--- src/design/papr_cfg.svh ---
/*
 * Offsets, codes, field positions and reset values of the power,
 * activation and auto-configuration registers.
 * Assumes inclusion by the package, the register bank and the bench.
 */
`ifndef PAPR_CFG_SVH
`define PAPR_CFG_SVH

// ==========================================================
// First group, page 3 offsets
`define PAPR_OFF_CFG3 4'h6
`define PAPR_OFF_CSNB 4'h8
`define PAPR_OFF_HALT 4'h9
`define PAPR_OFF_IRQ 4'hB
`define PAPR_OFF_FWG 4'hC
`define PAPR_OFF_CFG4 4'hD
`define PAPR_G1_BASE 6'h30
// ==========================================================
// Field positions
`define PAPR_BIT_POWER_DOWN_BIT 1
`define PAPR_BIT_INACT 0
`define PAPR_BIT_FDEC 0
// ==========================================================
// Written codes
`define PAPR_HALT_RUN 8'h52
`define PAPR_HALT_STOP 8'h48
`define PAPR_FWG_KEY1 8'h57
`define PAPR_FWG_KEY2 8'hA8
// ==========================================================
// Auto-configuration ports and indexes
`define PAPR_PORT_ADDR 12'h279
`define PAPR_PORT_WDATA 12'hA79
`define PAPR_IDX_RDPORT 8'h00
`define PAPR_IDX_CSN 8'h06
`define PAPR_IDX_ACT 8'h30
`define PAPR_IDX_CSNB 8'hF5
// ==========================================================
// Reset values
`define PAPR_RST_RDPORT 8'h00
`define PAPR_RST_BYTE 8'h00

`endif

--- src/design/papr_pkg.sv ---
/*
 * Types of the power, activation and auto-configuration registers.
 * Assumes papr_cfg.svh is on the include path.
 */
package papr_pkg;
  `include "papr_cfg.svh"

  // ==========================================================
  // Power-down variant held after a clock-halt write
  typedef enum logic [0:0] {
    PAPR_MODE_RUN = 1'b0,
    PAPR_MODE_HALT = 1'b1
  } papr_mode_t;

  // Progress through the flash unlock bytes
  typedef enum logic [1:0] {
    PAPR_FW_IDLE = 2'b00,
    PAPR_FW_KEY1 = 2'b01,
    PAPR_FW_OPEN = 2'b10
  } papr_fw_t;

  typedef logic [7:0] papr_byte_t;
endpackage

--- src/design/papr_regs.sv ---
/*
 * Power, activation, address-decode and auto-configuration
 * register bank of the network controller, reached by host I/O
 * cycles. Assumes asynchronous host strobes held stable for at
 * least four clk_sys cycles, and a first-group page 3 select
 * from the surrounding command logic on clk_sys.
 */
`include "papr_cfg.svh"

// Summary of operation
// - Power-down bit enters power-down; clock-halt picks run or halt.
// - In power-down the network interface and transceiver are off.
// - In power-down LEDs are forced high, the coax LED low.
// - Halted mode stops the core clock; of the first group only clock-halt stays reachable.
// - Power-down bit loads from EEPROM; writes need both mode bits set.
// - Inactive flag reads as inverse of activate register bit 0.
// - Deactivated: boot ROM reads and first group, bar clock-halt, ignored.
// - Deactivated: clock-halt register and plug-and-play logic keep working.
// - Full-decode set makes the first group decode address lines 15..0, else 9..0.
// - Full-decode bit is read-only, loaded from EEPROM configuration byte.
// - Read-only register at offset 08H holds the card select backup.
// - Clock-halt writes ignored unless power-down bit is set.
// - Clock-halt write 52H runs clock, 48H halts, others ignored.
// - Interrupt state register returns levels of the eight request pins.
// - Flash guard writes accepted only with both EEPROM mode bits set.
// - Writing 57H then A8H enables flash writes; other data disables.
// - Flash write commands are discarded unless unlocked.
// - Address, write-data and relocatable read-data ports are provided.
// - One index write serves any number of following data accesses.
// - Address port writes are passed on for initiation key checking.
// - Undefined plug-and-play registers read as zero.
// - Index 00H sets read port address bits 9..2; bits 1..0 are one.
// - Card select writes also update the backup register.
module papr_regs
  import papr_pkg::*;
(
  // Clock and reset
  input wire logic clk_sys,
  input wire logic rst,
  // Host I/O cycle pins
  input wire logic [15:0] sa,
  input wire logic [7:0] sd_in,
  input wire logic iow_n,
  input wire logic ior_n,
  output papr_pkg::papr_byte_t sd_out,
  output logic sd_oe,
  // Page select and EEPROM state
  input wire logic pg3_sel,
  input wire logic [1:0] eem,
  input wire logic ee_power_down_bit,
  input wire logic ee_full_dec,
  // Interrupt pins, LEDs, power control
  input wire logic [7:0] irq_request_pins,
  input wire logic [2:0] led_in,
  input wire logic coax_led_in,
  output logic [2:0] led_out,
  output logic coax_led_output,
  output logic net_off,
  output logic core_clk_en,
  // Boot ROM and flash gating
  input wire logic rom_rd_req,
  output logic rom_rd_ok,
  input wire logic flash_wr_req,
  output logic flash_wr_ok,
  // Plug-and-play side
  output logic key_stb,
  output papr_pkg::papr_byte_t key_data,
  output papr_pkg::papr_byte_t pnp_index,
  output papr_pkg::papr_byte_t csn_out,
  output logic active
);
  import papr_pkg::*;

  // ==========================================================
  // Pin synchronisers
  logic [15:0] sa_s1_r, sa_s2_r;
  logic [7:0] sd_s1_r, sd_s2_r, irq_s1_r, irq_s2_r;
  logic [1:0] wr_s_r, rd_s_r;
  logic wr_d_r, rd_d_r;

  // Two stages for every host pin
  always_ff @(posedge clk_sys or posedge rst) begin
    if (rst) begin
      sa_s1_r <= 16'h0000;
      sa_s2_r <= 16'h0000;
      sd_s1_r <= 8'h00;
      sd_s2_r <= 8'h00;
      irq_s1_r <= 8'h00;
      irq_s2_r <= 8'h00;
      wr_s_r <= 2'h3;
      rd_s_r <= 2'h3;
      wr_d_r <= 1'b1;
      rd_d_r <= 1'b1;
    end else begin
      sa_s1_r <= sa;
      sa_s2_r <= sa_s1_r;
      sd_s1_r <= sd_in;
      sd_s2_r <= sd_s1_r;
      irq_s1_r <= irq_request_pins;
      irq_s2_r <= irq_s1_r;
      wr_s_r <= {wr_s_r[0], iow_n};
      rd_s_r <= {rd_s_r[0], ior_n};
      wr_d_r <= wr_s_r[1];
      rd_d_r <= rd_s_r[1];
    end
  end

  logic wr_go, rd_go;
  assign wr_go = wr_d_r & ~wr_s_r[1];
  assign rd_go = rd_d_r & ~rd_s_r[1];

  // ==========================================================
  // State registers
  logic power_down_bit_r, fdec_r, ld_pend_r, act_r;
  papr_mode_t mode_r;
  papr_fw_t fw_r;
  papr_byte_t rdport_r, csn_r, csnb_r, idx_r;

  // ==========================================================
  // Address decode
  logic hi_ok, g1_hit, g1_open, halt_hit;
  logic p_addr, p_wdat, p_rdat;
  logic [3:0] off;
  assign off = sa_s2_r[3:0];
  assign hi_ok = ~fdec_r | (sa_s2_r[15:10] == 6'h00);
  assign g1_hit = hi_ok & pg3_sel
    & (sa_s2_r[9:4] == `PAPR_G1_BASE);
  // Deactivated or halted: only clock-halt stays reachable
  assign g1_open = act_r & ~(power_down_bit_r & mode_r == PAPR_MODE_HALT);
  assign halt_hit = g1_hit & (off == `PAPR_OFF_HALT);
  assign p_addr = sa_s2_r[11:0] == `PAPR_PORT_ADDR;
  assign p_wdat = sa_s2_r[11:0] == `PAPR_PORT_WDATA;
  assign p_rdat = (sa_s2_r[15:10] == 6'h00)
    & (sa_s2_r[9:0] == {rdport_r, 2'b11});

  logic g1_wr, g1_rd, eem_ok;
  assign g1_wr = wr_go & g1_hit & g1_open;
  assign g1_rd = rd_go & g1_hit & g1_open;
  assign eem_ok = eem == 2'b11;

  // ==========================================================
  // Power-down bit and full-decode bit, loaded after reset
  always_ff @(posedge clk_sys or posedge rst) begin
    if (rst) begin
      ld_pend_r <= 1'b1;
      power_down_bit_r <= 1'b0;
      fdec_r <= 1'b0;
    end else begin
      ld_pend_r <= 1'b0;
      if (ld_pend_r) begin
        power_down_bit_r <= ee_power_down_bit;
        fdec_r <= ee_full_dec;
      end else if (g1_wr && off == `PAPR_OFF_CFG3 && eem_ok) begin
        power_down_bit_r <= sd_s2_r[`PAPR_BIT_POWER_DOWN_BIT];
      end
    end
  end

  // Clock-halt variant select
  always_ff @(posedge clk_sys or posedge rst) begin
    if (rst) begin
      mode_r <= PAPR_MODE_RUN;
    end else if (wr_go && halt_hit && power_down_bit_r) begin
      if (sd_s2_r == `PAPR_HALT_RUN) begin
        mode_r <= PAPR_MODE_RUN;
      end else if (sd_s2_r == `PAPR_HALT_STOP) begin
        mode_r <= PAPR_MODE_HALT;
      end
    end
  end

  // Flash unlock sequence
  always_ff @(posedge clk_sys or posedge rst) begin
    if (rst) begin
      fw_r <= PAPR_FW_IDLE;
    end else if (g1_wr && off == `PAPR_OFF_FWG && eem_ok) begin
      case (fw_r)
        PAPR_FW_KEY1: begin
          fw_r <= (sd_s2_r == `PAPR_FWG_KEY2) ? PAPR_FW_OPEN
            : (sd_s2_r == `PAPR_FWG_KEY1) ? PAPR_FW_KEY1
            : PAPR_FW_IDLE;
        end
        default: begin
          fw_r <= (sd_s2_r == `PAPR_FWG_KEY1) ? PAPR_FW_KEY1
            : PAPR_FW_IDLE;
        end
      endcase
    end
  end

  // ==========================================================
  // Plug-and-play index and registers
  always_ff @(posedge clk_sys or posedge rst) begin
    if (rst) begin
      idx_r <= `PAPR_RST_BYTE;
    end else if (wr_go && p_addr) begin
      idx_r <= sd_s2_r;
    end
  end

  always_ff @(posedge clk_sys or posedge rst) begin
    if (rst) begin
      rdport_r <= `PAPR_RST_RDPORT;
      csn_r <= `PAPR_RST_BYTE;
      csnb_r <= `PAPR_RST_BYTE;
      act_r <= 1'b0;
    end else if (wr_go && p_wdat) begin
      case (idx_r)
        `PAPR_IDX_RDPORT: rdport_r <= sd_s2_r;
        `PAPR_IDX_CSN: begin
          csn_r <= sd_s2_r;
          csnb_r <= sd_s2_r;
        end
        `PAPR_IDX_ACT: act_r <= sd_s2_r[0];
        default: ;
      endcase
    end
  end

  // Address-port writes passed on for the key checker
  always_ff @(posedge clk_sys or posedge rst) begin
    if (rst) begin
      key_stb <= 1'b0;
      key_data <= `PAPR_RST_BYTE;
    end else begin
      key_stb <= wr_go & p_addr;
      if (wr_go && p_addr) begin
        key_data <= sd_s2_r;
      end
    end
  end

  // ==========================================================
  // Read data and bus drive
  papr_byte_t rd_nxt;
  always_comb begin
    rd_nxt = 8'h00;
    if (p_rdat) begin
      case (idx_r)
        `PAPR_IDX_CSN: rd_nxt = csn_r;
        `PAPR_IDX_ACT: rd_nxt = {7'h00, act_r};
        `PAPR_IDX_CSNB: rd_nxt = csnb_r;
        default: rd_nxt = 8'h00;
      endcase
    end else begin
      case (off)
        `PAPR_OFF_CFG3: rd_nxt = {6'h00, power_down_bit_r, ~act_r};
        `PAPR_OFF_CSNB: rd_nxt = csnb_r;
        `PAPR_OFF_IRQ: rd_nxt = irq_s2_r;
        `PAPR_OFF_CFG4: rd_nxt = {7'h00, fdec_r};
        default: rd_nxt = 8'h00;
      endcase
    end
  end

  // Drive from read start until strobe release
  always_ff @(posedge clk_sys or posedge rst) begin
    if (rst) begin
      sd_out <= 8'h00;
      sd_oe <= 1'b0;
    end else if (rd_go && (p_rdat || g1_rd)) begin
      sd_out <= rd_nxt;
      sd_oe <= 1'b1;
    end else if (rd_s_r[1]) begin
      sd_oe <= 1'b0;
    end
  end

  // ==========================================================
  // Power-down effects and gating
  logic pd;
  assign pd = power_down_bit_r;
  assign net_off = pd;
  assign led_out = pd ? 3'h7 : led_in;
  assign coax_led_output = pd ? 1'b0 : coax_led_in;
  assign core_clk_en = ~(pd & mode_r == PAPR_MODE_HALT);
  assign rom_rd_ok = rom_rd_req & act_r;
  assign flash_wr_ok = flash_wr_req & (fw_r == PAPR_FW_OPEN);
  assign pnp_index = idx_r;
  assign csn_out = csn_r;
  assign active = act_r;
endmodule // papr_regs

--- config.mk ---
export PLATFORM = sky130hd
export DESIGN_NAME = papr_regs
export DESIGN_NICKNAME = d
export VERILOG_FILES = /design/src/design/papr_pkg.sv /design/src/design/papr_regs.sv
export VERILOG_INCLUDE_DIRS = /design/src /design/src/design
export SDC_FILE = /design/constraint.sdc
export NUM_CORES = 1
export LEC_CHECK = 0
export ABC_AREA = 0
export BUFFER_PORTS_ARGS = -buffer_cell sky130_fd_sc_hd__buf_2
export CORE_AREA = 2 2 91 93
export DETAILED_ROUTE_END_ITERATION = 10
export DIE_AREA = 0 0 93 95
export GPL_ROUTABILITY_DRIVEN = 0
export PLACE_DENSITY = 0.76
export SETUP_SLACK_MARGIN = 0.5
export SKIP_LAST_GASP = 1
export SYNTH_ARGS = -nofsm -noshare
export SYNTH_HDL_FRONTEND = slang
export SYNTH_SLANG_ARGS = --single-unit
--- constraint.sdc ---
create_clock -name clk_sys -period 5.38 [get_ports clk_sys]
set_clock_uncertainty 0.1 [all_clocks]
set_input_delay 1.076 -clock clk_sys [delete_from_list [all_inputs] [get_ports clk_sys]]
set_output_delay 1.076 -clock clk_sys [all_outputs]
set_load 0.02 [all_outputs]
Word level (Yosys, flattened, before mapping)
Index checks and enable logic that the tools add are counted.
{ "totals": {"reg_bits": 111, "input_bits": 47, "output_inout_bits": 43, "elab_cells": 97} }
{ "classes": {"n_eq_ne": 20, "mux": 14, "n_bitwise": 21, "reduce_logical": 20} }
{ "ops": {"columns": ["operator", "count"], "rows": [
  ["$pmux W8 S4", 1],
  ["$eq A8 B7 Y1 const B", 3],
  ["$eq A4 B4 Y1 const B", 5],
  ["$eq A8 B8 Y1 const B", 2],
  ["$pmux W8 S2", 1],
  ["$and A1 B1 Y1", 15],
  ["$eq A12 B10 Y1 const B", 1],
  ["$eq A12 B12 Y1 const B", 1],
  ["$eq A10 B10 Y1", 1],
  ["$logic_and A1 B1 Y1", 9],
  ["$eq A8 B3 Y1 const B", 1],
  ["$eq A8 B6 Y1 const B", 1],
  ["$logic_not A8 Y1", 1],
  ["$mux W1", 8],
  ["$mux W8", 1],
  ["$reduce_and A2 Y1", 4],
  ["$eq A6 B6 Y1 const B", 1],
  ["$logic_not A6 Y1", 1],
  ["$reduce_bool A2 Y1", 3],
  ["$not A1 Y1", 5],
  ["$eq A2 B2 Y1 const B", 2],
  ["$eq A4 B3 Y1 const B", 1],
  ["$mux W2", 2],
  ["$mux W3", 1],
  ["other kinds (4)", 4]
]} }

Logic depth before layout (Yosys ltp)
{ "logic_depth": {"word_depth": 10, "depth_mapped": 7} }

Worst setup path before layout
Ideal clock, no wire load.
{ "synth_timing": {"path_kind": "input to output", "start": "in coax_led_in", "end": "out coax_led_output", "arrival_ps": 1403, "path_slack_ps": 2801, "cell_stages": 1, "path_buffers": 0, "cell_sequence": "nor2b_1"} }
{ "synth_between": {"elab_chain_len": 1} }
{ "synth_rtl": {"columns": ["item", "line_no", "source"], "rows": [
  ["start: declaration", "papr_regs.sv:55", "input wire logic coax_led_in,"],
  ["$mux W1", "papr_regs.sv:275", "assign coax_led_output = pd ? 1'b0 : coax_led_in;"],
  ["end: declaration", "papr_regs.sv:57", "output logic coax_led_output,"]
]} }
No other way between the ends.

Final worst setup path
{ "layout_timing": {"start": "in led_in[1]", "end": "out led_out[1]"} }
{ "layout_between": {"elab_chain_len": 1} }
{ "layout_rtl": {"columns": ["item", "line_no", "source"], "rows": [
  ["start: declaration", "papr_regs.sv:54", "input wire logic [2:0] led_in,"],
  ["$mux W3", "papr_regs.sv:274", "assign led_out = pd ? 3'h7 : led_in;"],
  ["end: declaration", "papr_regs.sv:56", "output logic [2:0] led_out,"]
]} }
No other way between the ends.

==> summary by stage <==
Setup path
The slowest library cell on the worst path is or2_2. The signal on the critical path passes through buf_2 -> or2_2 -> buf_2. The critical path's largest stage delay is 0.26 ns. STA classifies the critical path startpoint as an input pin.

Grouping stages by cell kind, the critical path spends the most delay in simple AND/OR/NAND/NOR gates. The required time reported for the critical path endpoint is 4.20 ns. By instance count, the cell type seen most on the critical path is buf_2. The worst path buffer plus inverter count is 2. The critical path is of the in -> out type. The sort of element at the end of the critical path is an output port.

The maximum fanout count along the critical path is 1. Data on the critical path arrives at its endpoint at around 1.6 ns.

STA
Setup total negative slack on the finished layout was measured at 0 ns. At the pin with the least slew margin, the transition time is 0.7876 ns. The total count of max-transition violations in the final report is 0.

The worst max-slew margin expressed relative to the limit is 0.4750. The maximum achievable frequency is 362.3 MHz. The count of endpoints failing hold in the final timing report was 0.

In the finished design, the share of the clock period the worst path needs comes to 0.5130. The tightest hold path in the finished design has a slack of 0.2557 ns. Setup violations remaining at the end of the flow were counted as 0. Counting I/O delays and the setup requirement, the final critical path takes 2.760 ns. Setup repair after global routing left no endpoint under its margin.

Synth
The post-synthesis xor/xnor area fraction is 0.01683. The largest family of logic cells by synthesized area is simple AND/OR/NAND/NOR gates. The adder-cell share of the synthesized area is 0.

The multiplexer share of the synthesized area is 0.1199. Synthesis produced 280 cells. The number of nets in the synthesized netlist is ~330.

Counting flops and latches in the post-synthesis netlist gives 111. Counting flops with a built-in enable in the synthesized netlist gives 0. The mapped netlist covers 4164 um^2.

The cell accounting for the most synthesized area is dfrtp_1. Yosys printed 0 warnings. Yosys instantiated no cell more often than dfrtp_1. The share of synthesized area in the top cell type comes to 0.6250. The compound-gate portion of the synthesized area is 0.03726. The count of different cell masters after synthesis is 52. Of the total synthesized cell area, the portion taken by AND, OR, NAND and NOR gates is 0.1325. The average instance area after synthesis is ~15 um^2. By area the synthesized netlist is led by dfrtp_1, mux2_2, dfstp_2.

The fraction of the yosys area taken by sequential cells is 0.6692. The flip-flop cell with the highest count after synthesis is dfrtp_1. By count the netlist is led by dfrtp_1, mux2_2, nand2_1, nand3_1, buf_4.

The proportion of register bits with asynchronous set or reset after synthesis is 1.000.

Placement
In this run the tool buffered the top-level ports with between 80 and 90 buffer cells. The HPWL after detailed placement is 5.497 mm. The placed instances occupy a cell area of 4668 um^2. The cell total after placement is about 460.

Power and ir drop
The power density over cell area is 297.1 nW/um^2. The share of total power dissipated in sequential elements is 0.612. The clock share of power is 0.343. In this run the power spent charging and discharging nets is between 0.0003 and 0.0004 W. Of the total power, the share spent switching nets is 0.2169. The static power due to leakage is 2.349 nW.

The internal power is roughly 0.0011 W. The combinational share of power is 0.045. IR analysis of the VDD net gives a maximum drop of 0.2311 mV.

Floorplanning
The number of core rows is 33. In this run the count of I/O pins placed on the die edge is 90. The initial core utilization is 0.5253.

The floorplan step defined a core boundary enclosing 7928 um^2. The floorplan step set the die height to ~95 um. The die is 93 um wide. The total die area is 8835 um^2.

Clocking
The later pin in the worst-skew pair is clocked with a latency of 0.35 ns. The hold buffer count at cts is 0. CTS built an H-tree with a depth of 3. Clock tree synthesis inserted a total of 9 buffers. The number of sinks handled by clock tree synthesis is 111. The longest clock path from root to sink contains 2 buffers. The register clock-pin slew on the reported worst setup and hold paths is 0.09 ns. The cell at the root of the clock tree is clkbuf_8. The quantity of gates resized following cts is 0. Post-CTS timing repair inserted 0 buffers for setup. TritonCTS built the clock tree.

Detailed routing
Summing over every cut layer, the via total after detailed routing is roughly 2,500. The first detailed-routing pass took 4 iterations. The overall routed net length is 7.494 mm. After detailed routing, the number of vias per cell comes to 5.203. In this run, the number of DRC markers left after iteration 0 of detailed routing was 195. After detailed routing, the number of remaining DRC violations is 0. The average wire per cell in the routed design is 15.68 um. The number of routed nets with antenna violations is 0.

Job
The number of maximum-capacitance constraint violations is 0.

Worst hold path
The path category of the worst min-delay check is reg -> reg.

GRT
The first-pass GRT wire length is 12.08 mm. The maximum number of pins on one net before global-route repair is 69. The number of antenna violations at the first check in global routing is 0. The final global-route overflow total is 0. The number of global-route vias before repair is 2,439. For this run, the total global-route usage over all layers was measured as 0.1803.

Cells and area
Summing all flip-flop and latch instances after layout gives 2786 um^2. The finished layout holds about 480 standard cells, fillers aside. The count of filler cells inserted in the layout is 639. The final layout contains 415 nets. Compared with the post-synthesis result, the final layout area differs by 17.13%.

The multi-input logic area is about 1300 um^2. Measured on the finished design, the core utilization comes to 0.6152. The post-route cell area is 4877 um^2.

Of the cells placed in the final design, the portion with a size suffix greater than 1 is 0.4424. The final antenna diode count is 0.

Outcome
The flow ran to the end, and the final reports show no timing, DRC or antenna violations.
power groups by stage:
stage | clock network (W) | logic [W] | registers [W]
2_1_floorplan | 0 | 0.0000408 | 0.000894
3_3_place_gp | 0 | 0.0000654 | 0.000901
3_5_place_dp | 0 | 0.0000668 | 0.000903
4_1_cts | 0.000516 | 0.0000671 | 0.000887
5_1_grt | 0.000553 | 0.0000737 | 0.000890
6_report | 0.000497 | 0.0000655 | 0.000886
final timing paths:
kind                       cells after the start    endpoint       start  slack, ns
setup / recovery                               3  led_out[1]   led_in[1]       2.62
setup reg to reg                               5   sd_out[0]  sa_s2_r[0]       2.86
hold reg to reg                                0  sd_s2_r[0]  sd_s1_r[0]       0.26
hold / removal                                 0  sd_s2_r[0]  sd_s1_r[0]       0.26
max in group asynchronous                      3      rd_d_r         rst       3.38
min in group asynchronous                      2  sd_s1_r[7]         rst       0.76
registers in the layout, indices dropped and copies added, names as in the netlist:
signal     count
sd_s2_r        8
sd_s1_r        8
active         1
key_data       8
fw_r           2
rd_s_r         2
sd_out         8
key_stb        1
sa_s1_r       16
irq_s2_r       8
mode_r         1
sa_s2_r       16
net_off        1
ld_pend_r      1
irq_s1_r       8
rdport_r       8
sd_oe          1
wr_s_r         2
wr_d_r         1
rd_d_r         1
csnb_r         8
fdec_r         1
per-stage QoR:
stage	total power, W	setup slack [ns]
6_report	0.001449	2.620
5_1_grt	0.001517	2.595
4_1_cts	0.001469	2.616
3_5_place_dp	0.0009697	2.618
3_3_place_gp	0.0009665	2.623
2_1_floorplan	0.0009353	1.285
cells by family after synthesis:
logic type	after synthesis
DFF	111
and+or+nand+nor	79
muxes	45
AOI/OAI and AO/OA	19
buffers and inverters	17
xor gates and xnor gates	8
other	1
routing by layer:
metal  wire (um)  up-vias  track usage
met4          46        0      0.05147
met2        3888       71       0.3050
li1            -     1162            -
met3         395        4      0.04070
met5           0        -            0
met1        3163     1250       0.2366
layout by cell type (no fill, tap or decap), types with 4 or more instances in the layout:
| cell | netlist | layout |
|---|---|---|
| dfrtp_1 | 104 | 104 |
| buf_2 | 0 | 89 |
| mux2_2 | 38 | 38 |
| nand2_1 | 12 | 12 |
| clkbuf_8 | 0 | 11 |
| nand3_1 | 10 | 10 |
| xnor2_1 | 8 | 8 |
| a22o_1 | 7 | 7 |
| nor2_1 | 7 | 7 |
| dfstp_2 | 7 | 7 |
| mux2i_1 | 6 | 6 |
| nor3_1 | 4 | 4 |
layout make-up:
class | instances | area share
well taps | 105 | 0.02694
inverters | 4 | 0.003592
multi-input cells | 152 | 0.2624
repair buffers | 90 | 0.09287
clock buffers | 12 | 0.03181
clock inverters | 4 | 0.01103
flip-flops and latches | 111 | 0.5713
worst reg2reg max path, stage by stage, from the launching register on:
cell     delay (ns)
dfrtp_1        0.47
and2_0         0.44
nand4_2        0.23
nor3_4         0.52
mux2_2         0.40
mux2_2         0.25
Power figures use the tool's default switching activity.
